File: src/core/dbw_pkg.sv
// Package: register map, codes, timing and carrier types of the dump box warning block
package dbw_pkg;
	localparam int          ADDR_W          = 8;
	// Register byte offsets
	localparam logic [7:0]  POLARITY_OFF    = 8'h00;
	localparam logic [7:0]  ALARM_SEL_OFF   = 8'h04;
	localparam logic [7:0]  STATUS_OFF      = 8'h08;
	localparam logic [7:0]  IRQ_STAT_OFF    = 8'h0C;
	localparam logic [7:0]  IRQ_MASK_OFF    = 8'h10;
	// Field positions
	localparam int          POL_BODY_LSB    = 0;
	localparam int          POL_GATE_LSB    = 2;
	localparam int          ALM_BODY_MOV    = 0;
	localparam int          ALM_GATE_MOV    = 2;
	localparam int          ALM_BODY_PARK   = 4;
	localparam int          ALM_GATE_PARK   = 6;
	localparam int          IRQ_BITS        = 4;
	// Reset values
	localparam logic [7:0]  POLARITY_RST    = 8'h0F;
	localparam logic [7:0]  ALARM_SEL_RST   = 8'h05;
	localparam logic [3:0]  IRQ_MASK_RST    = 4'h0;
	// Input polarity codes
	localparam logic [1:0]  POL_OPEN        = 2'h0;
	localparam logic [1:0]  POL_GROUND      = 2'h1;
	localparam logic [1:0]  POL_NONE        = 2'h2;
	localparam logic [1:0]  POL_BATTERY     = 2'h3;
	// Alarm type codes
	localparam logic [1:0]  ALARM_OFF       = 2'h0;
	localparam logic [1:0]  ALARM_FAST5     = 2'h1;
	localparam logic [1:0]  ALARM_SLOW3     = 2'h2;
	localparam logic [1:0]  ALARM_CONT      = 2'h3;
	localparam logic [2:0]  FAST_BEEPS      = 3'h5;
	localparam logic [2:0]  SLOW_BEEPS      = 3'h3;
	// AXI responses and speed limit
	localparam logic [1:0]  RESP_OKAY       = 2'h0;
	localparam logic [1:0]  RESP_SLVERR     = 2'h2;
	localparam logic [7:0]  SPEED_LIMIT_MPH = 8'h0A;
	// Timing
	localparam int          CLK_KHZ         = 25000;
	localparam int          FLASH_HALF_MS   = 300;
	localparam int          FAST_BEEP_MS    = 100;
	localparam int          SLOW_BEEP_MS    = 400;
	localparam logic [23:0] FLASH_HALF_CYC  = 24'(FLASH_HALF_MS * CLK_KHZ);
	localparam logic [23:0] FAST_BEEP_CYC   = 24'(FAST_BEEP_MS * CLK_KHZ);
	localparam logic [23:0] SLOW_BEEP_CYC   = 24'(SLOW_BEEP_MS * CLK_KHZ);

	typedef struct packed {
		logic grounded;
		logic atBattery;
	} dbw_switch_t;

	typedef struct packed {
		logic       ignitionRun;
		logic       parkBrakeSet;
		logic [7:0] speedMph;
	} dbw_vehicle_t;

	typedef enum logic [1:0] {
		BEEP_IDLE = 2'b00,
		BEEP_ON   = 2'b01,
		BEEP_GAP  = 2'b10,
		BEEP_DONE = 2'b11
	} dbw_beep_state_t;
endpackage : dbw_pkg

File: src/core/dbw_beep_gen.sv
// Module: one audible pattern sequencer, off, five fast, three slow or continuous
`timescale 1ns/1ps
module dbw_beep_gen #(
	parameter logic [23:0] FAST_CYC = dbw_pkg::FAST_BEEP_CYC,
	parameter logic [23:0] SLOW_CYC = dbw_pkg::SLOW_BEEP_CYC
) (
	input  wire logic       sys_clk, // System clock
	input  wire logic       nrst,    // Async reset, active low
	input  wire logic       en,      // Warning condition present
	input  wire logic [1:0] code,    // Selected alarm type
	output logic            beep     // Sounder drive
);
	dbw_pkg::dbw_beep_state_t state_q, state_d;
	logic [23:0]              cnt_q, cnt_d;
	logic [2:0]               left_q, left_d;
	logic [1:0]               codeLast_q;
	logic                     enLast_q;
	logic                     beep_q, beep_d;
	logic [23:0]              len;
	logic                     restart;
	logic [2:0]               rises_q;

	assign len     = (code == dbw_pkg::ALARM_SLOW3) ? SLOW_CYC : FAST_CYC;
	// New condition or new type replays the pattern from its start
	assign restart = en && (!enLast_q || code != codeLast_q);

	always_comb begin
		state_d = state_q;
		cnt_d   = cnt_q;
		left_d  = left_q;
		if (!en || code == dbw_pkg::ALARM_OFF) begin
			state_d = dbw_pkg::BEEP_IDLE;
			cnt_d   = 24'h000000;
		end else if (restart || state_q == dbw_pkg::BEEP_IDLE) begin
			state_d = dbw_pkg::BEEP_ON;
			cnt_d   = 24'h000000;
			left_d  = (code == dbw_pkg::ALARM_FAST5) ? dbw_pkg::FAST_BEEPS : dbw_pkg::SLOW_BEEPS;
		end else if (state_q == dbw_pkg::BEEP_DONE) begin
			cnt_d = 24'h000000;
		end else if (cnt_q == len - 24'h000001) begin
			cnt_d = 24'h000000;
			case (state_q)
				dbw_pkg::BEEP_ON: begin
					state_d = dbw_pkg::BEEP_GAP;
					left_d  = left_q - 3'h1;
				end
				dbw_pkg::BEEP_GAP: begin
					state_d = (code == dbw_pkg::ALARM_CONT || left_q != 3'h0) ?
						dbw_pkg::BEEP_ON : dbw_pkg::BEEP_DONE;
				end
				default: begin
					state_d = dbw_pkg::BEEP_IDLE;
				end
			endcase
		end else begin
			cnt_d = cnt_q + 24'h000001;
		end
		beep_d = (state_d == dbw_pkg::BEEP_ON);
	end

	always_ff @(posedge sys_clk or negedge nrst) begin
		if (!nrst) begin
			state_q    <= dbw_pkg::BEEP_IDLE;
			cnt_q      <= 24'h000000;
			left_q     <= 3'h0;
			codeLast_q <= 2'h0;
			enLast_q   <= 1'b0;
			beep_q     <= 1'b0;
		end else begin
			state_q    <= state_d;
			cnt_q      <= cnt_d;
			left_q     <= left_d;
			codeLast_q <= code;
			enLast_q   <= en;
			beep_q     <= beep_d;
		end
	end

	assign beep = beep_q;

	// Helper: beep starts since the last restart
	always_ff @(posedge sys_clk or negedge nrst) begin
		if (!nrst) begin
			rises_q <= 3'h0;
		end else if (restart) begin
			// First beep of a new pattern counts too
			rises_q <= {2'h0, beep_d};
		end else if (!en) begin
			// Code may change silently while idle, so forget old counts
			rises_q <= 3'h0;
		end else if (beep_d && !beep_q && rises_q != 3'h7) begin
			rises_q <= rises_q + 3'h1;
		end
	end
endmodule : dbw_beep_gen

File: src/core/dbw_warning_top.sv
// Module: dump box warning logic with AXI4-Lite configuration and interrupt
// Overview of operation
// - Parked and slow: steady lamp, stationary alarm
// - Released brake or fast: flashing lamp, moving alarm
// - Inactive input keeps its lamp dark
// - Everything silent unless ignition in run
// - Per-input polarity: open, ground, none, battery
// - Four alarm selects: off, five, three, continuous
// - Moving alarm selects reset to five fast
// - Stationary alarm selects reset to off
`timescale 1ns/1ps
module dbw_warning_top #(
	parameter logic [23:0] FLASH_HALF_CYC = dbw_pkg::FLASH_HALF_CYC,
	parameter logic [23:0] FAST_BEEP_CYC  = dbw_pkg::FAST_BEEP_CYC,
	parameter logic [23:0] SLOW_BEEP_CYC  = dbw_pkg::SLOW_BEEP_CYC
) (
	input  wire logic                        sys_clk,            // System clock
	input  wire logic                        nrst,               // Async reset, key-off
	input  wire logic [dbw_pkg::ADDR_W-1:0]  awaddr,             // Write address
	input  wire logic                        awvalid,            // Write address valid
	output logic                             awready,            // Write address ready
	input  wire logic [31:0]                 wdata,              // Write data
	input  wire logic [3:0]                  wstrb,              // Write strobes
	input  wire logic                        wvalid,             // Write data valid
	output logic                             wready,             // Write data ready
	output logic [1:0]                       bresp,              // Write response
	output logic                             bvalid,             // Write response valid
	input  wire logic                        bready,             // Write response ready
	input  wire logic [dbw_pkg::ADDR_W-1:0]  araddr,             // Read address
	input  wire logic                        arvalid,            // Read address valid
	output logic                             arready,            // Read address ready
	output logic [31:0]                      rdata,              // Read data
	output logic [1:0]                       rresp,              // Read response
	output logic                             rvalid,             // Read data valid
	input  wire logic                        rready,             // Read data ready
	input  wire dbw_pkg::dbw_switch_t        bodyRaisedSwitchIn, // Body switch level
	input  wire dbw_pkg::dbw_switch_t        gateOpenSwitchIn,   // Gate switch level
	input  wire dbw_pkg::dbw_vehicle_t       vehicle,            // Ignition, brake, speed
	output logic                             bodyRaisedLamp,     // Body raised indicator
	output logic                             gateOpenLamp,       // Gate open indicator
	output logic                             alarmOut,           // Audible alarm drive
	output logic                             irq                 // Interrupt, active high
);
	logic [7:0]          polarity_q, polarity_d;
	logic [7:0]          alarmSel_q, alarmSel_d;
	logic [3:0]          irqStat_q, irqStat_d;
	logic [3:0]          irqMask_q, irqMask_d;
	logic                awHave_q, awHave_d;
	logic [7:0]          awAddr_q, awAddr_d;
	logic                wHave_q, wHave_d;
	logic [7:0]          wByte_q, wByte_d;
	logic                wLane_q, wLane_d;
	logic                bValid_q, bValid_d;
	logic [1:0]          bResp_q, bResp_d;
	logic                rValid_q, rValid_d;
	logic [31:0]         rData_q, rData_d;
	logic [1:0]          rResp_q, rResp_d;
	logic                awReady_q, wReady_q, arReady_q;
	logic [1:0]          warnPrev_q, movePrev_q;
	logic [23:0]         flashCnt_q, flashCnt_d;
	logic                flashPhase_q, flashPhase_d;
	logic [1:0]          lamp_q, lamp_d;
	logic                alarm_q;
	logic                irq_q;
	logic                almWritten_q;
	logic                moving;
	logic [1:0]          chAct, chWarn, chMove, chBeep;
	logic [3:0]          events;
	logic                awTake, wTake, arTake, doWrite;
	dbw_pkg::dbw_switch_t sw [2];
	logic [1:0]          polSel [2];
	logic [1:0]          movSel [2];
	logic [1:0]          parkSel [2];

	assign moving = !vehicle.parkBrakeSet || (vehicle.speedMph > dbw_pkg::SPEED_LIMIT_MPH);

	assign sw[0]      = bodyRaisedSwitchIn;
	assign sw[1]      = gateOpenSwitchIn;
	assign polSel[0]  = polarity_q[dbw_pkg::POL_BODY_LSB +: 2];
	assign polSel[1]  = polarity_q[dbw_pkg::POL_GATE_LSB +: 2];
	assign movSel[0]  = alarmSel_q[dbw_pkg::ALM_BODY_MOV +: 2];
	assign movSel[1]  = alarmSel_q[dbw_pkg::ALM_GATE_MOV +: 2];
	assign parkSel[0] = alarmSel_q[dbw_pkg::ALM_BODY_PARK +: 2];
	assign parkSel[1] = alarmSel_q[dbw_pkg::ALM_GATE_PARK +: 2];

	genvar ch;
	generate
		for (ch = 0; ch < 2; ch++) begin : g_chan
			always_comb begin
				case (polSel[ch])
					dbw_pkg::POL_OPEN:    chAct[ch] = !sw[ch].grounded && !sw[ch].atBattery;
					dbw_pkg::POL_GROUND:  chAct[ch] = sw[ch].grounded;
					dbw_pkg::POL_BATTERY: chAct[ch] = sw[ch].atBattery;
					default:              chAct[ch] = 1'b0;
				endcase
			end
			assign chWarn[ch] = vehicle.ignitionRun && chAct[ch];
			assign chMove[ch] = chWarn[ch] && moving;
			assign lamp_d[ch] = chWarn[ch] && (!moving || flashPhase_q);
			dbw_beep_gen #(
				.FAST_CYC (FAST_BEEP_CYC),
				.SLOW_CYC (SLOW_BEEP_CYC)
			) u_beep (
				.sys_clk (sys_clk),
				.nrst    (nrst),
				.en      (chWarn[ch]),
				.code    (moving ? movSel[ch] : parkSel[ch]),
				.beep    (chBeep[ch])
			);
		end
	endgenerate

	// Flash phase restarts lit so a new warning shows at once
	always_comb begin
		flashCnt_d   = flashCnt_q;
		flashPhase_d = flashPhase_q;
		if (!(|chMove)) begin
			flashCnt_d   = 24'h000000;
			flashPhase_d = 1'b1;
		end else if (flashCnt_q == FLASH_HALF_CYC - 24'h000001) begin
			flashCnt_d   = 24'h000000;
			flashPhase_d = !flashPhase_q;
		end else begin
			flashCnt_d = flashCnt_q + 24'h000001;
		end
	end

	assign events = {chMove & ~movePrev_q, chWarn & ~warnPrev_q};
	assign awTake = awvalid && awReady_q;
	assign wTake  = wvalid && wReady_q;
	assign arTake = arvalid && arReady_q;

	// Register file and AXI4-Lite slave, one write and one read in flight
	always_comb begin
		polarity_d = polarity_q;
		alarmSel_d = alarmSel_q;
		irqMask_d  = irqMask_q;
		irqStat_d  = irqStat_q;
		awHave_d   = awHave_q;
		awAddr_d   = awAddr_q;
		wHave_d    = wHave_q;
		wByte_d    = wByte_q;
		wLane_d    = wLane_q;
		bValid_d   = bValid_q;
		bResp_d    = bResp_q;
		rValid_d   = rValid_q;
		rData_d    = rData_q;
		rResp_d    = rResp_q;
		if (awTake) begin
			awHave_d = 1'b1;
			awAddr_d = awaddr;
		end
		if (wTake) begin
			wHave_d = 1'b1;
			wByte_d = wdata[7:0];
			wLane_d = wstrb[0];
		end
		if (bValid_q && bready) begin
			bValid_d = 1'b0;
		end
		doWrite = awHave_d && wHave_d && !bValid_q;
		if (doWrite) begin
			awHave_d = 1'b0;
			wHave_d  = 1'b0;
			bValid_d = 1'b1;
			bResp_d  = dbw_pkg::RESP_OKAY;
			if (awAddr_d == dbw_pkg::POLARITY_OFF) begin
				if (wLane_d) polarity_d = wByte_d;
			end else if (awAddr_d == dbw_pkg::ALARM_SEL_OFF) begin
				if (wLane_d) alarmSel_d = wByte_d;
			end else if (awAddr_d == dbw_pkg::IRQ_MASK_OFF) begin
				if (wLane_d) irqMask_d = wByte_d[3:0];
			end else if (awAddr_d == dbw_pkg::STATUS_OFF || awAddr_d == dbw_pkg::IRQ_STAT_OFF) begin
				bResp_d = dbw_pkg::RESP_OKAY;
			end else begin
				bResp_d = dbw_pkg::RESP_SLVERR;
			end
		end
		if (rValid_q && rready) begin
			rValid_d = 1'b0;
		end
		if (arTake) begin
			rValid_d = 1'b1;
			rResp_d  = dbw_pkg::RESP_OKAY;
			if (araddr == dbw_pkg::POLARITY_OFF) begin
				rData_d = {24'h000000, polarity_q};
			end else if (araddr == dbw_pkg::ALARM_SEL_OFF) begin
				rData_d = {24'h000000, alarmSel_q};
			end else if (araddr == dbw_pkg::STATUS_OFF) begin
				rData_d = {25'h0000000, alarm_q, lamp_q, vehicle.ignitionRun, moving, chAct};
			end else if (araddr == dbw_pkg::IRQ_STAT_OFF) begin
				rData_d   = {28'h0000000, irqStat_q};
				irqStat_d = 4'h0;
			end else if (araddr == dbw_pkg::IRQ_MASK_OFF) begin
				rData_d = {28'h0000000, irqMask_q};
			end else begin
				rData_d = 32'h00000000;
				rResp_d = dbw_pkg::RESP_SLVERR;
			end
		end
		// New events win over a read clear in the same cycle
		irqStat_d = irqStat_d | events;
	end

	always_ff @(posedge sys_clk or negedge nrst) begin
		if (!nrst) begin
			// moving selects, stationary selects, polarity defaults
			polarity_q   <= dbw_pkg::POLARITY_RST;
			alarmSel_q   <= dbw_pkg::ALARM_SEL_RST;
			irqMask_q    <= dbw_pkg::IRQ_MASK_RST;
			irqStat_q    <= 4'h0;
			awHave_q     <= 1'b0;
			awAddr_q     <= 8'h00;
			wHave_q      <= 1'b0;
			wByte_q      <= 8'h00;
			wLane_q      <= 1'b0;
			bValid_q     <= 1'b0;
			bResp_q      <= 2'h0;
			rValid_q     <= 1'b0;
			rData_q      <= 32'h00000000;
			rResp_q      <= 2'h0;
			awReady_q    <= 1'b0;
			wReady_q     <= 1'b0;
			arReady_q    <= 1'b0;
			warnPrev_q   <= 2'h0;
			movePrev_q   <= 2'h0;
			flashCnt_q   <= 24'h000000;
			flashPhase_q <= 1'b1;
			lamp_q       <= 2'h0;
			alarm_q      <= 1'b0;
			irq_q        <= 1'b0;
		end else begin
			polarity_q   <= polarity_d;
			alarmSel_q   <= alarmSel_d;
			irqMask_q    <= irqMask_d;
			irqStat_q    <= irqStat_d;
			awHave_q     <= awHave_d;
			awAddr_q     <= awAddr_d;
			wHave_q      <= wHave_d;
			wByte_q      <= wByte_d;
			wLane_q      <= wLane_d;
			bValid_q     <= bValid_d;
			bResp_q      <= bResp_d;
			rValid_q     <= rValid_d;
			rData_q      <= rData_d;
			rResp_q      <= rResp_d;
			awReady_q    <= !awHave_d && !bValid_d;
			wReady_q     <= !wHave_d && !bValid_d;
			arReady_q    <= !rValid_d;
			warnPrev_q   <= chWarn;
			movePrev_q   <= chMove;
			flashCnt_q   <= flashCnt_d;
			flashPhase_q <= flashPhase_d;
			lamp_q       <= lamp_d;
			alarm_q      <= |chBeep;
			irq_q        <= |(irqStat_d & irqMask_d);
		end
	end

	assign awready        = awReady_q;
	assign wready         = wReady_q;
	assign bvalid         = bValid_q;
	assign bresp          = bResp_q;
	assign arready        = arReady_q;
	assign rvalid         = rValid_q;
	assign rdata          = rData_q;
	assign rresp          = rResp_q;
	assign bodyRaisedLamp = lamp_q[0];
	assign gateOpenLamp   = lamp_q[1];
	assign alarmOut       = alarm_q;
	assign irq            = irq_q;

	// Helper: alarm selects untouched since reset
	always_ff @(posedge sys_clk or negedge nrst) begin
		if (!nrst) begin
			almWritten_q <= 1'b0;
		end else if (doWrite && awAddr_d == dbw_pkg::ALARM_SEL_OFF) begin
			almWritten_q <= 1'b1;
		end
	end
endmodule : dbw_warning_top

File: config.mk
export PLATFORM = sky130hd
export DESIGN_NAME = dbw_warning_top
export DESIGN_NICKNAME = d
export VERILOG_FILES = /design/src/core/dbw_pkg.sv /design/src/core/dbw_beep_gen.sv /design/src/core/dbw_warning_top.sv
export SDC_FILE = /design/constraint.sdc
export NUM_CORES = 1
export LEC_CHECK = 0
export BUFFER_PORTS_ARGS = -buffer_cell sky130_fd_sc_hd__buf_2
export CORE_UTILIZATION = 55
export CTS_BUF_LIST = sky130_fd_sc_hd__clkbuf_8 sky130_fd_sc_hd__clkbuf_16
export DETAILED_ROUTE_END_ITERATION = 7
export PLACE_DENSITY = 0.77
export SYNTH_ARGS = -nofsm -noshare
export SYNTH_HDL_FRONTEND = slang
export SYNTH_HIERARCHICAL = 1
export SYNTH_SLANG_ARGS = --single-unit
File: constraint.sdc
create_clock -name sys_clk -period 3.15 [get_ports sys_clk]
set_input_delay 0.945 -clock sys_clk [delete_from_list [all_inputs] [get_ports sys_clk]]
set_output_delay 0.945 -clock sys_clk [all_outputs]
set_load 0.02 [all_outputs]
; Yosys cells after proc, flatten, opt, wreduce, memory -nomap -nowiden
; Index checks and enable logic that the tools add are counted.
[op_classes]
n_eq_ne = 34
div = 0
shift = 0
n_addsub = 7
order_cmp = 1
n_reduce_logical = 67
multipliers = 0
n_bitwise = 9
n_mux = 75
[ops]
columns = op, n
row1 = 24-bit 2-to-1 mux, 12
row2 = "24-bit by 1-bit adder with 24-bit output, second input constant", 3
row3 = 24-bit equality test, 2
row4 = 4-bit 2-to-1 mux, 12
row5 = "24-bit by 1-bit subtractor with 24-bit output, second input constant", 2
row6 = 2-bit 2-to-1 mux, 21
row7 = "8-bit by 4-bit equality test with 1-bit output, second input constant", 4
row8 = 8-bit 2-to-1 mux, 4
row9 = 3-bit 2-to-1 mux, 10
row10 = "24-bit by 23-bit equality test with 1-bit output, second input constant", 1
row11 = "2-bit equality test, second input constant", 10
row12 = 1-bit logical AND, 19
row13 = "2-bit by 1-bit equality test with 1-bit output, second input constant", 8
row14 = "8-bit by 3-bit equality test with 1-bit output, second input constant", 2
row15 = "8-bit by 5-bit equality test with 1-bit output, second input constant", 2
row16 = 1-bit logical NOT, 16
row17 = 8-bit logical NOT, 2
row18 = 2-bit logical NOT, 6
row19 = 4-bit AND reduction, 3
row20 = 1-bit logical OR, 11
row21 = 1-bit 2-to-1 mux, 11
row22 = "8-bit by 4-bit > comparator with 1-bit output, second input constant", 1
row23 = 2-bit case mux with 2 select lines, 2
row24 = 2-bit nonzero test, 4
row25 = 14 further kinds, 25
[totals]
ram_bits = 0
reg_bits = 183
latch_bits = 0
word_cells = 229
romBits = 0
mem_count = 0
in_bits = 73

; Logic depth before layout (Yosys ltp)
; Gate-level depths: netlist of run 1.
[depth]
ltp_word = 12
depth_mapped = 13

; Modules after synthesis
; Netlist of run 1, hierarchy kept.
[by_module_without_submodules]
columns = module, area_per_inst_um2, cells_per_inst, n_inst
row1 = dbw_warning_top, 4405.5, 406, 1
row2 = dbw_beep_gen, 1931.9, 198, 2

; Worst setup path after synthesis of run 1
; OpenSTA, ideal clock, no wires.
[synth_timing]
kind = input to register
startpoint = input vehicle[7] in the netlist's numbering
endpoint = register g_chan[0].u_beep.beep_q
path_slack_ps = -567
path_buffers = 2
arrival_ps = 3596
cell_stages = 11
path_cell_list = nor4_1 -> o211a_1 -> clkbuf_1 -> nand2_1 -> nand2_1 -> buf_4 -> nand2b_4 -> or4_4 -> a2111oi_4 -> mux2_4 -> o211a_1
[synth_via]
elab_chain_len = 12
elab_cells_between_ends = 22
cone_classes = add/sub: 1 / order compare: 1 / eq/ne: 5 / mux: 8 / reduce/logical: 7
[synth_rtl]
columns = item, line
row1 = start: declaration, dbw_warning_top.sv:38  ; input wire dbw_pkg::dbw_vehicle_t vehicle,
row2 = 8-bit by 4-bit > comparator with 1-bit output (*), dbw_warning_top.sv:75  ; assign moving = !vehicle.parkBrakeSet || (vehicle.speedMph > dbw_pkg::SPEED_LIMIT_MPH);
row3 = 1-bit logical OR (*), dbw_warning_top.sv:75
row4 = 2-bit 2-to-1 mux (*), dbw_warning_top.sv:107  ; .code (moving ? movSel[ch] : parkSel[ch]),
row5 = "2-bit equality test, on equally long branches", "dbw_beep_gen.sv:23, dbw_beep_gen.sv:48"
row6 = 24-bit 2-to-1 mux / 1-bit logical OR (equally long branches), "dbw_beep_gen.sv:23, dbw_beep_gen.sv:48"
row7 = 24-bit by 1-bit subtractor with 24-bit output / 2-bit 2-to-1 mux (equally long branches), "dbw_beep_gen.sv:40, dbw_beep_gen.sv:48"
row8 = 24-bit equality test / 2-bit case mux with 2 select lines (equally long branches), "dbw_beep_gen.sv:40, dbw_beep_gen.sv:42"
row9 = 2-bit 2-to-1 mux, dbw_beep_gen.sv:40  ; end else if (cnt_q == len - 24'h000001) begin
row10 = 2-bit 2-to-1 mux, dbw_beep_gen.sv:38  ; end else if (state_q == dbw_pkg::BEEP_DONE) begin
row11 = 2-bit 2-to-1 mux, dbw_beep_gen.sv:34  ; end else if (restart || state_q == dbw_pkg::BEEP_IDLE) begin
row12 = 2-bit 2-to-1 mux (*), dbw_beep_gen.sv:31  ; if (!en || code == dbw_pkg::ALARM_OFF) begin
row13 = 2-bit by 1-bit equality test with 1-bit output (*), dbw_beep_gen.sv:58  ; beep_d = (state_d == dbw_pkg::BEEP_ON);
row14 = via g_chan[0].u_beep.beep_d, dbw_beep_gen.sv:18  ; logic beep_q, beep_d;
row15 = end signal: assignment, dbw_beep_gen.sv:75  ; beep_q <= beep_d;
row16 = end: declaration, dbw_beep_gen.sv:18
; The timed path passes the listed nets; every way through them passes the cells marked *.
; A chain may end at the register's enable or synchronous reset.

; Worst setup path after layout of run 1
[layout_timing]
startpoint = input vehicle[7] in the netlist's numbering
endpoint = register g_chan[1].u_beep.beep_q
[layout_via]
elab_chain_len = 12
elab_cells_between_ends = 22
cone_classes = add/sub: 1 / order compare: 1 / eq/ne: 5 / mux: 8 / reduce/logical: 7
[layout_rtl]
columns = item, line
row1 = 8-bit by 4-bit > comparator with 1-bit output (*), dbw_warning_top.sv:75
row2 = 1-bit logical OR (*), dbw_warning_top.sv:75
row3 = 2-bit 2-to-1 mux (*), dbw_warning_top.sv:107
row4 = "2-bit equality test, on equally long branches", "dbw_beep_gen.sv:23, dbw_beep_gen.sv:48"
row5 = 24-bit 2-to-1 mux / 1-bit logical OR (equally long branches), "dbw_beep_gen.sv:23, dbw_beep_gen.sv:48"
row6 = 24-bit by 1-bit subtractor with 24-bit output / 2-bit 2-to-1 mux (equally long branches), "dbw_beep_gen.sv:40, dbw_beep_gen.sv:48"
row7 = 24-bit equality test / 2-bit case mux with 2 select lines (equally long branches), "dbw_beep_gen.sv:40, dbw_beep_gen.sv:42"
row8 = 2-bit 2-to-1 mux, dbw_beep_gen.sv:40
row9 = 2-bit 2-to-1 mux, dbw_beep_gen.sv:38
row10 = 2-bit 2-to-1 mux, dbw_beep_gen.sv:34
row11 = 2-bit 2-to-1 mux (*), dbw_beep_gen.sv:31
row12 = 2-bit by 1-bit equality test with 1-bit output (*), dbw_beep_gen.sv:58
row13 = via g_chan[1].u_beep.beep_d, dbw_beep_gen.sv:18
row14 = end signal: assignment, dbw_beep_gen.sv:75
row15 = end: declaration, dbw_beep_gen.sv:18
; Marks and branches as above.

==> results by group, run 1 <==
Run status
  – Outcome: finished clean

Yosys
  – Biggest area consumer among synthesized cells: dfrtp_1
  – Async set-or-reset flop fraction in the synthesized netlist: 1.000
  – Synth top area cells: dfrtp_1, nor2_1, xnor2_1
  – EDFF count, synth: 0
  – Register area share after synthesis: 0.4762
  – Netlist cell types: 64
  – Cell count after synthesis: roughly 800
  – Syn Area/Cell: around 10 sq um
  – Synth Warn #: 6
  – Mapped cell area: 0.008269 sq mm
  – Synth top area share: 0.4539
  – Most used DFF post-synth: dfrtp_1
  – Register bit total from synthesis: ~160

Drt
  – Antenna-violating nets left: 0
  – DRT Pass-1 Iters: 5
  – Vias/cell: between 5 and 6
  – DR WL/cell: ~15 um
  – 1st-iter DRT viols: ~410
  – Vias: 5996
  – Drt drc: 0
  – Total routed wirelength: between 15000 and 20000 um

GRT
  – First-pass GRT wire length: between 20000 and 30000 um
  – Initial antenna violation count: 0
  – Overflow after GRT: 0
  – Gr usage total: 0.2234
  – Vias in the first global route: approximately 6000
  – Largest net degree at the start of global routing: 55

Clock tree
  – CTS tree: done
  – Clock slew at reported path FFs: approximately 60 ps
  – Hold_buf cts: 0
  – Root buf cell: clkbuf_16
  – Clock Path Buffers: 2
  – Num CTS Buffers: 17
  – Latest clock arrival within the worst-skew pair: 430 ps
  – Clock Sinks: roughly 160
  – H-tree Lvls: 4

Worst setup path
  – CP startpoint: vehicle[7]
  – Reg2reg end: irq$_DFF_PN0_
  – Worst R2R Path Depth: 7
  – CP top delay family: simple AND/OR/NAND/NOR gates
  – Crit-path max FO: 4
  – Reg-to-reg slack, setup: roughly 700 ps
  – Buffers plus inverters on the worst setup path: 1
  – WP data arrival: 3350 ps
  – Critical path capture point type: register
  – Setup CP Type: input pin to register
  – Worst path cell trace: buf_6 > nor4_4 > o211ai_1 > nand2_1 > nand2_2 > nand2b_4 > or4_4 > a2111oi_4 > mux2_4 > o211a_1
  – Required time worst endpoint: about 3500 ps
  – Reg-to-reg startpoint: awready$_DFF_PN0_
  – Highest-delay cell along the critical path: or4_4
  – Worst setup SP type: input pin
  – Slowest cell delay on critical path: ~530 ps

Die
  – IO Count: roughly 120
  – Core Rows: 44
  – CORE AREA: 0.01459 sq mm
  – Total Die Area: around 0.016 sq mm
  – Starting Density: 0.5668
  – Die width: about 120 um
  – Die Span Y: ~120 um

Place
  – Cell area after placement: approximately 0.009 sq mm
  – DP Worst Slack: -363.0 ps
  – Input/output buffers: 64
  – HPWL after detailed placement: 11200 um
  – GPL Wtd Cong: between 0.8 and 0.9

Timing
  – Slew HR: 0.6423
  – Least-Margin Pin Slew: 534.0 ps
  – Final Hold Violating Endpoints: 0
  – Final setup viols: 0
  – Final worst setup slack: 111.0 ps
  – Fin crit share: 0.9648
  – Clock Skew: roughly 12 ps
  – Setup repair after global routing missed its margin: true
  – Final Max Tran Viols: 0
  – Tmin final: 3039 ps
  – Max Fclk: around 0.33 GHz

Cells and area
  – Final Core Density: 0.6511
  – Nets@finish: around 980
  – Finished Cell Area: 0.009499 sq mm
  – Diode count: 0
  – Area added between synthesis and finish: 14.87%
  – Layout cell share with drive strength beyond 1: 0.2293
  – Fill count: ~1100

Worst hold path
  – Hold Path Depth: 1
  – Worst min path class: register to register
  – Min-delay src: g_chan[0].u_beep/beep$_DFF_PN0_
  – Hold EP: alarmOut$_DFF_PN0_

Pwr
  – Power Density: between 500 and 600 mW/mm^2
  – Max VDD drop: roughly 430 uV
  – Pleak: 4.150 nW

Flow run
  – Max_cap viols: 0
[through the flow]
step	total power [mW]	hold WS (ps)	instances	setup TNS [ps]
after CTS	5.381	446.7	1090	0
after floorplan	3.058	410.3	827	-6232
after global placement	3.314	426.3	1058	-17720
after detailed placement	3.346	428.4	1058	-20030
after global routing	5.587	462.7	1091	-69.63
final	5.333	443.4	1091	0
[area by class of cell]
type,instances,area (sq um),share of cell area
Clock buffer,18,439.2,0.04623
Clock inverter,14,146.4,0.01541
Inverter,28,105.1,0.01106
Multi-Input combinational cell,590,3994,0.4204
Sequential cell,157,3938,0.4145
Tap cell,184,230.2,0.02424
Timing Repair Buffer,100,646.9,0.06810
[report_power, final]
group | switching, mW | internal, mW | total [mW] | leakage [nW]
combinational | 0.529 | 0.396 | 0.925 | 1.81
clock | 0.829 | 1.19 | 2.02 | 0.282
sequential | 0.128 | 2.26 | 2.39 | 2.06
total | 1.49 | 3.85 | 5.33 | 4.15
[cell usage in the layout, fill, tap and decap left out, types with 7 or more instances in the layout]
| cell | count |
|---|---|
| a211oi_1 | 8 |
| nand3_1 | 41 |
| and4_1 | 9 |
| a31oi_1 | 10 |
| nor4_1 | 7 |
| nand2_1 | 50 |
| conb_1 | 26 |
| xnor2_1 | 45 |
| buf_4 | 33 |
| mux2i_1 | 9 |
| nand4_1 | 14 |
| nor3_1 | 30 |
| nor2b_1 | 8 |
| buf_2 | 61 |
| ha_1 | 15 |
| mux2_4 | 11 |
| o21ai_0 | 20 |
| a21oi_1 | 10 |
| clkbuf_16 | 17 |
| inv_1 | 30 |
| dfrtp_1 | 150 |
| and3_1 | 7 |
| xor2_1 | 24 |
| nor2_1 | 107 |
| dfstp_2 | 7 |
| mux2_2 | 24 |
[cells in the mapped netlist (all sizes together), types with 9 or more instances]
cell    count
a31oi      10
nor2      107
clkbuf      9
o21ai      20
and4        9
dfrtp     150
a21oi      11
mux2i       9
nand4      14
xor2       24
ha         15
nor3       30
mux2       35
a211oi      9
buf        43
nand2b      9
nand2      56
nand3      41
xnor2      45
inv        28
[state kept, by name (all words and copies together) (netlist names), 6 cells and up]
signal                cells
flashCnt_q               24
alarmSel_q                8
awAddr_q                  8
polarity_q                8
rdata                     8
wByte_q                   8
g_chan.u_beep/cnt_q      48
g_chan.u_beep/left_q      6
[per-layer routing]
metal  global-route usage  routed length, um
met5                    0                  0
met4              0.06662                181
met3              0.04296                530
met2               0.3617               7825
met1               0.3047               7570
[repair_timing]
item | in CTS | in global routing
setup buffers | 0 | 1
resized for setup | 0 | 9
setup endpoints to repair | 0 | 55
hold endpoints to repair | 0 | 0
[kinds of logic after synthesis]
family,Yosys count,share of synthesized area
flops,157,0.4762
mux,44,0.06355
fa+ha+maj,15,0.02270
xor+xnor,69,0.07308
compound gates,109,0.1033
buf+inv,80,0.05810
simple gates,327,0.2026
other cells,1,0.0004535
[worst max path at each step]
stage	cells after the start	end	slack, ps
finish	10	g_chan[1].u_beep/beep$_DFF_PN0_	110
global route	11	g_chan[0].u_beep/left_q[0]$_DFFE_PN0P_	-40
CTS	11	g_chan[0].u_beep/beep$_DFF_PN0_	70
detailed placement	10	g_chan[0].u_beep/beep$_DFF_PN0_	-360
global placement	10	g_chan[0].u_beep/beep$_DFF_PN0_	-340
floorplan	11	g_chan[0].u_beep/beep$_DFF_PN0_	-240
(Power assumes the default switching activity.)
==> inputs of run 2 (changes only) <==
- CAP_MARGIN: default -> 20
- CORE_UTILIZATION: 55 -> 25
- GPL_ROUTABILITY_DRIVEN: default -> 0
- PLACE_DENSITY: 0.77 -> default
==> run 2 against run 1 <==
Final area is 3.8% higher; maximum frequency down 0.13%; sequential power hardly changed; hold slack gained 6.5 ps; count of clock-buffer cells in the layout is 1 higher; power is essentially flat; sequential share of layout area shrank 1.5 points; largest cell class unchanged; largest power group unchanged.
==> results by group, run 2 (synthesized netlist as in run 1, its figures left out) <==
Timing
  – Fin crit share: 0.9660
  – Final setup viols: 0
  – Tmin final: around 3000 ps
  – Final Max Tran Viols: 0
  – Least-Margin Pin Slew: a little under 600 ps
  – Final worst setup slack: between 100 and 150 ps
  – Slew HR: 0.6152
  – Final Hold Violating Endpoints: 0
  – Hold slack: between 400 and 500 ps
  – Max Fclk: ~0.33 GHz
  – Clock Skew: 20.61 ps
  – Setup TNS: 0 ps
  – Setup repair after global routing missed its margin: true

Die
  – Die Span Y: roughly 180 um
  – Total Die Area: 0.03381 sq mm
  – IO Count: around 120
  – Starting Density: 0.2542
  – Core Rows: 66
  – Die width: between 150 and 200 um
  – CORE AREA: about 0.033 sq mm

Cells and area
  – Nets@finish: just under 1000
  – Commonest non-fill, non-tap cell in the layout: dfrtp_1
  – Largest registers: g_chan.u_beep/cnt_q x48, flashCnt_q x24
  – Area added between synthesis and finish: 19.19%
  – Diode count: 0
  – Largest register FFs: between 40 and 50
  – Fill count: between 3000 and 4000
  – Layout cell share with drive strength beyond 1: 0.2357
  – Most frequent cells in the layout: dfrtp_1, nor2_1, buf_2, nand2_1, xnor2_1
  – Largest Register: g_chan.u_beep/cnt_q

Pwr
  – Power Density: around 540 mW/mm^2
  – Reg power frac: 0.449
  – Power Total: around 5.3 mW
  – Max VDD drop: approximately 440 uV
  – Switch share: 0.2869
  – Comb power frac: 0.172
  – Pint: around 3.8 mW
  – Clk network pwr share: 0.379
  – Pleak: 4.167 nW
  – NetSw: approximately 1.5 mW

Drt
  – DR WL/cell: ~13 um
  – Antenna-violating nets left: 0
  – 1st-iter DRT viols: 299
  – Total routed wirelength: ~17000 um
  – Vias/cell: ~4.4
  – Drt drc: 0
  – Vias: 5950
  – DRT Pass-1 Iters: 4

Clock tree
  – Clock Sinks: ~160
  – Clock slew at reported path FFs: about 60 ps
  – Clock Path Buffers: 2
  – Num CTS Buffers: 17
  – Latest clock arrival within the worst-skew pair: 440 ps
  – CTS tree: done
  – H-tree Lvls: 4
  – Root buf cell: clkbuf_16
  – Postcts setup bufs: 0

Place
  – HPWL after detailed placement: around 13000 um
  – Input/output buffers: 64
  – DP Worst Slack: -416.7 ps

Worst setup path
  – CP top delay family: simple AND/OR/NAND/NOR gates
  – Slowest cell delay on critical path: 510 ps
  – Highest-delay cell along the critical path: or4_4
  – Buffers plus inverters on the worst setup path: 2
  – WP data arrival: 3360 ps
  – Worst path cell trace: buf_6 > nor4_4 > o211ai_1 > buf_4 > nand2_1 > nand2_2 > nand2b_4 > or4_4 > a2111oi_4 > mux2_4 > o211a_1
  – Required time worst endpoint: 3460 ps
  – Critical path capture point type: register
  – Setup CP Type: input pin to register
  – Worst R2R Path Depth: 7
  – Reg-to-reg startpoint: awready$_DFF_PN0_
  – Reg2reg end: irq$_DFF_PN0_
  – CP Capture Point: g_chan[0].u_beep/beep$_DFF_PN0_
  – CP startpoint: vehicle[7]
  – Crit-path max FO: 4
  – Reg-to-reg slack, setup: about 720 ps
  – Crit. path cell count: 11
  – Worst setup SP type: input pin

GRT
  – Vias in the first global route: ~6000
  – Gr usage total: 0.1102
  – Overflow after GRT: 0
  – Largest net degree at the start of global routing: 61
  – First-pass GRT wire length: between 20000 and 30000 um
  – Initial antenna violation count: 0

Worst hold path
  – Worst min path class: register to register
  – Hold Path Depth: 1

Flow run
  – Max_cap viols: 0

Run status
  – Outcome: finished clean
-- run 2: metrics by stage --
stage          instance area, sq um    util  std cells
2_1_floorplan                  8396       -        827
3_3_place_gp                   9228  0.2836       1322
3_5_place_dp                   9228  0.2836       1322
4_1_cts                        9811  0.3015       1354
5_1_grt                        9856  0.3029       1354
6_report                       9856  0.3029       1354
-- run 2: per-layer routing --
| layer | up-vias | part of all wire | global-route usage |
|---|---|---|---|
| met5 | - | 0 | 0 |
| met4 | 0 | 0.0053 | 0.02800 |
| met3 | 6 | 0.028 | 0.02813 |
| met2 | 79 | 0.47 | 0.1742 |
| met1 | 2913 | 0.50 | 0.1489 |
| li1 | 2952 | - | - |
-- run 2: worst register-to-register path, cell delays in order (launching register included) --
cell       delay [ps]
dfrtp_1           380
nand2_1            90
or4_4             510
a2111oi_4         350
buf_4             200
nand2_2            90
mux2_4            320
a2111o_1          370
-- run 2: final cells by class --
type / count / area [sq um] / share of cell area
clock buffers: 19 / 452.9 / 0.04596
well taps: 442 / 553.0 / 0.05611
clock inverters: 13 / 130.1 / 0.01320
multi-input cells: 590 / 3993 / 0.4051
flip-flops and latches: 157 / 3938 / 0.3995
inverters: 28 / 105.1 / 0.01066
repair buffers: 105 / 684.4 / 0.06944
-- run 2: power by group through the flow --
stage               Clock, mW  Sequential, mW  Combinational [mW]
floorplan                   0            2.44               0.622
global placement            0            2.42               0.900
detailed placement          0            2.43               0.926
CTS                      2.08            2.39               0.929
global route             2.17            2.42                1.03
finish                   2.02            2.39               0.918
-- run 2: worst min-delay path by stage --
stage          slack, ps                            start                  to
2_1_floorplan        410  g_chan[0].u_beep/beep$_DFF_PN0_  alarmOut$_DFF_PN0_
3_3_place_gp         440  g_chan[0].u_beep/beep$_DFF_PN0_  alarmOut$_DFF_PN0_
3_5_place_dp         430  g_chan[1].u_beep/beep$_DFF_PN0_  alarmOut$_DFF_PN0_
4_1_cts              460  g_chan[0].u_beep/beep$_DFF_PN0_  alarmOut$_DFF_PN0_
5_1_grt              480  g_chan[0].u_beep/beep$_DFF_PN0_  alarmOut$_DFF_PN0_
6_report             450  g_chan[0].u_beep/beep$_DFF_PN0_  alarmOut$_DFF_PN0_
-- run 2: repair_timing --
| action | CTS | global route |
|---|---|---|
| gates resized for setup | 0 | 10 |
| hold buffers | 0 | 0 |
| endpoints found under the setup margin | 0 | 53 |
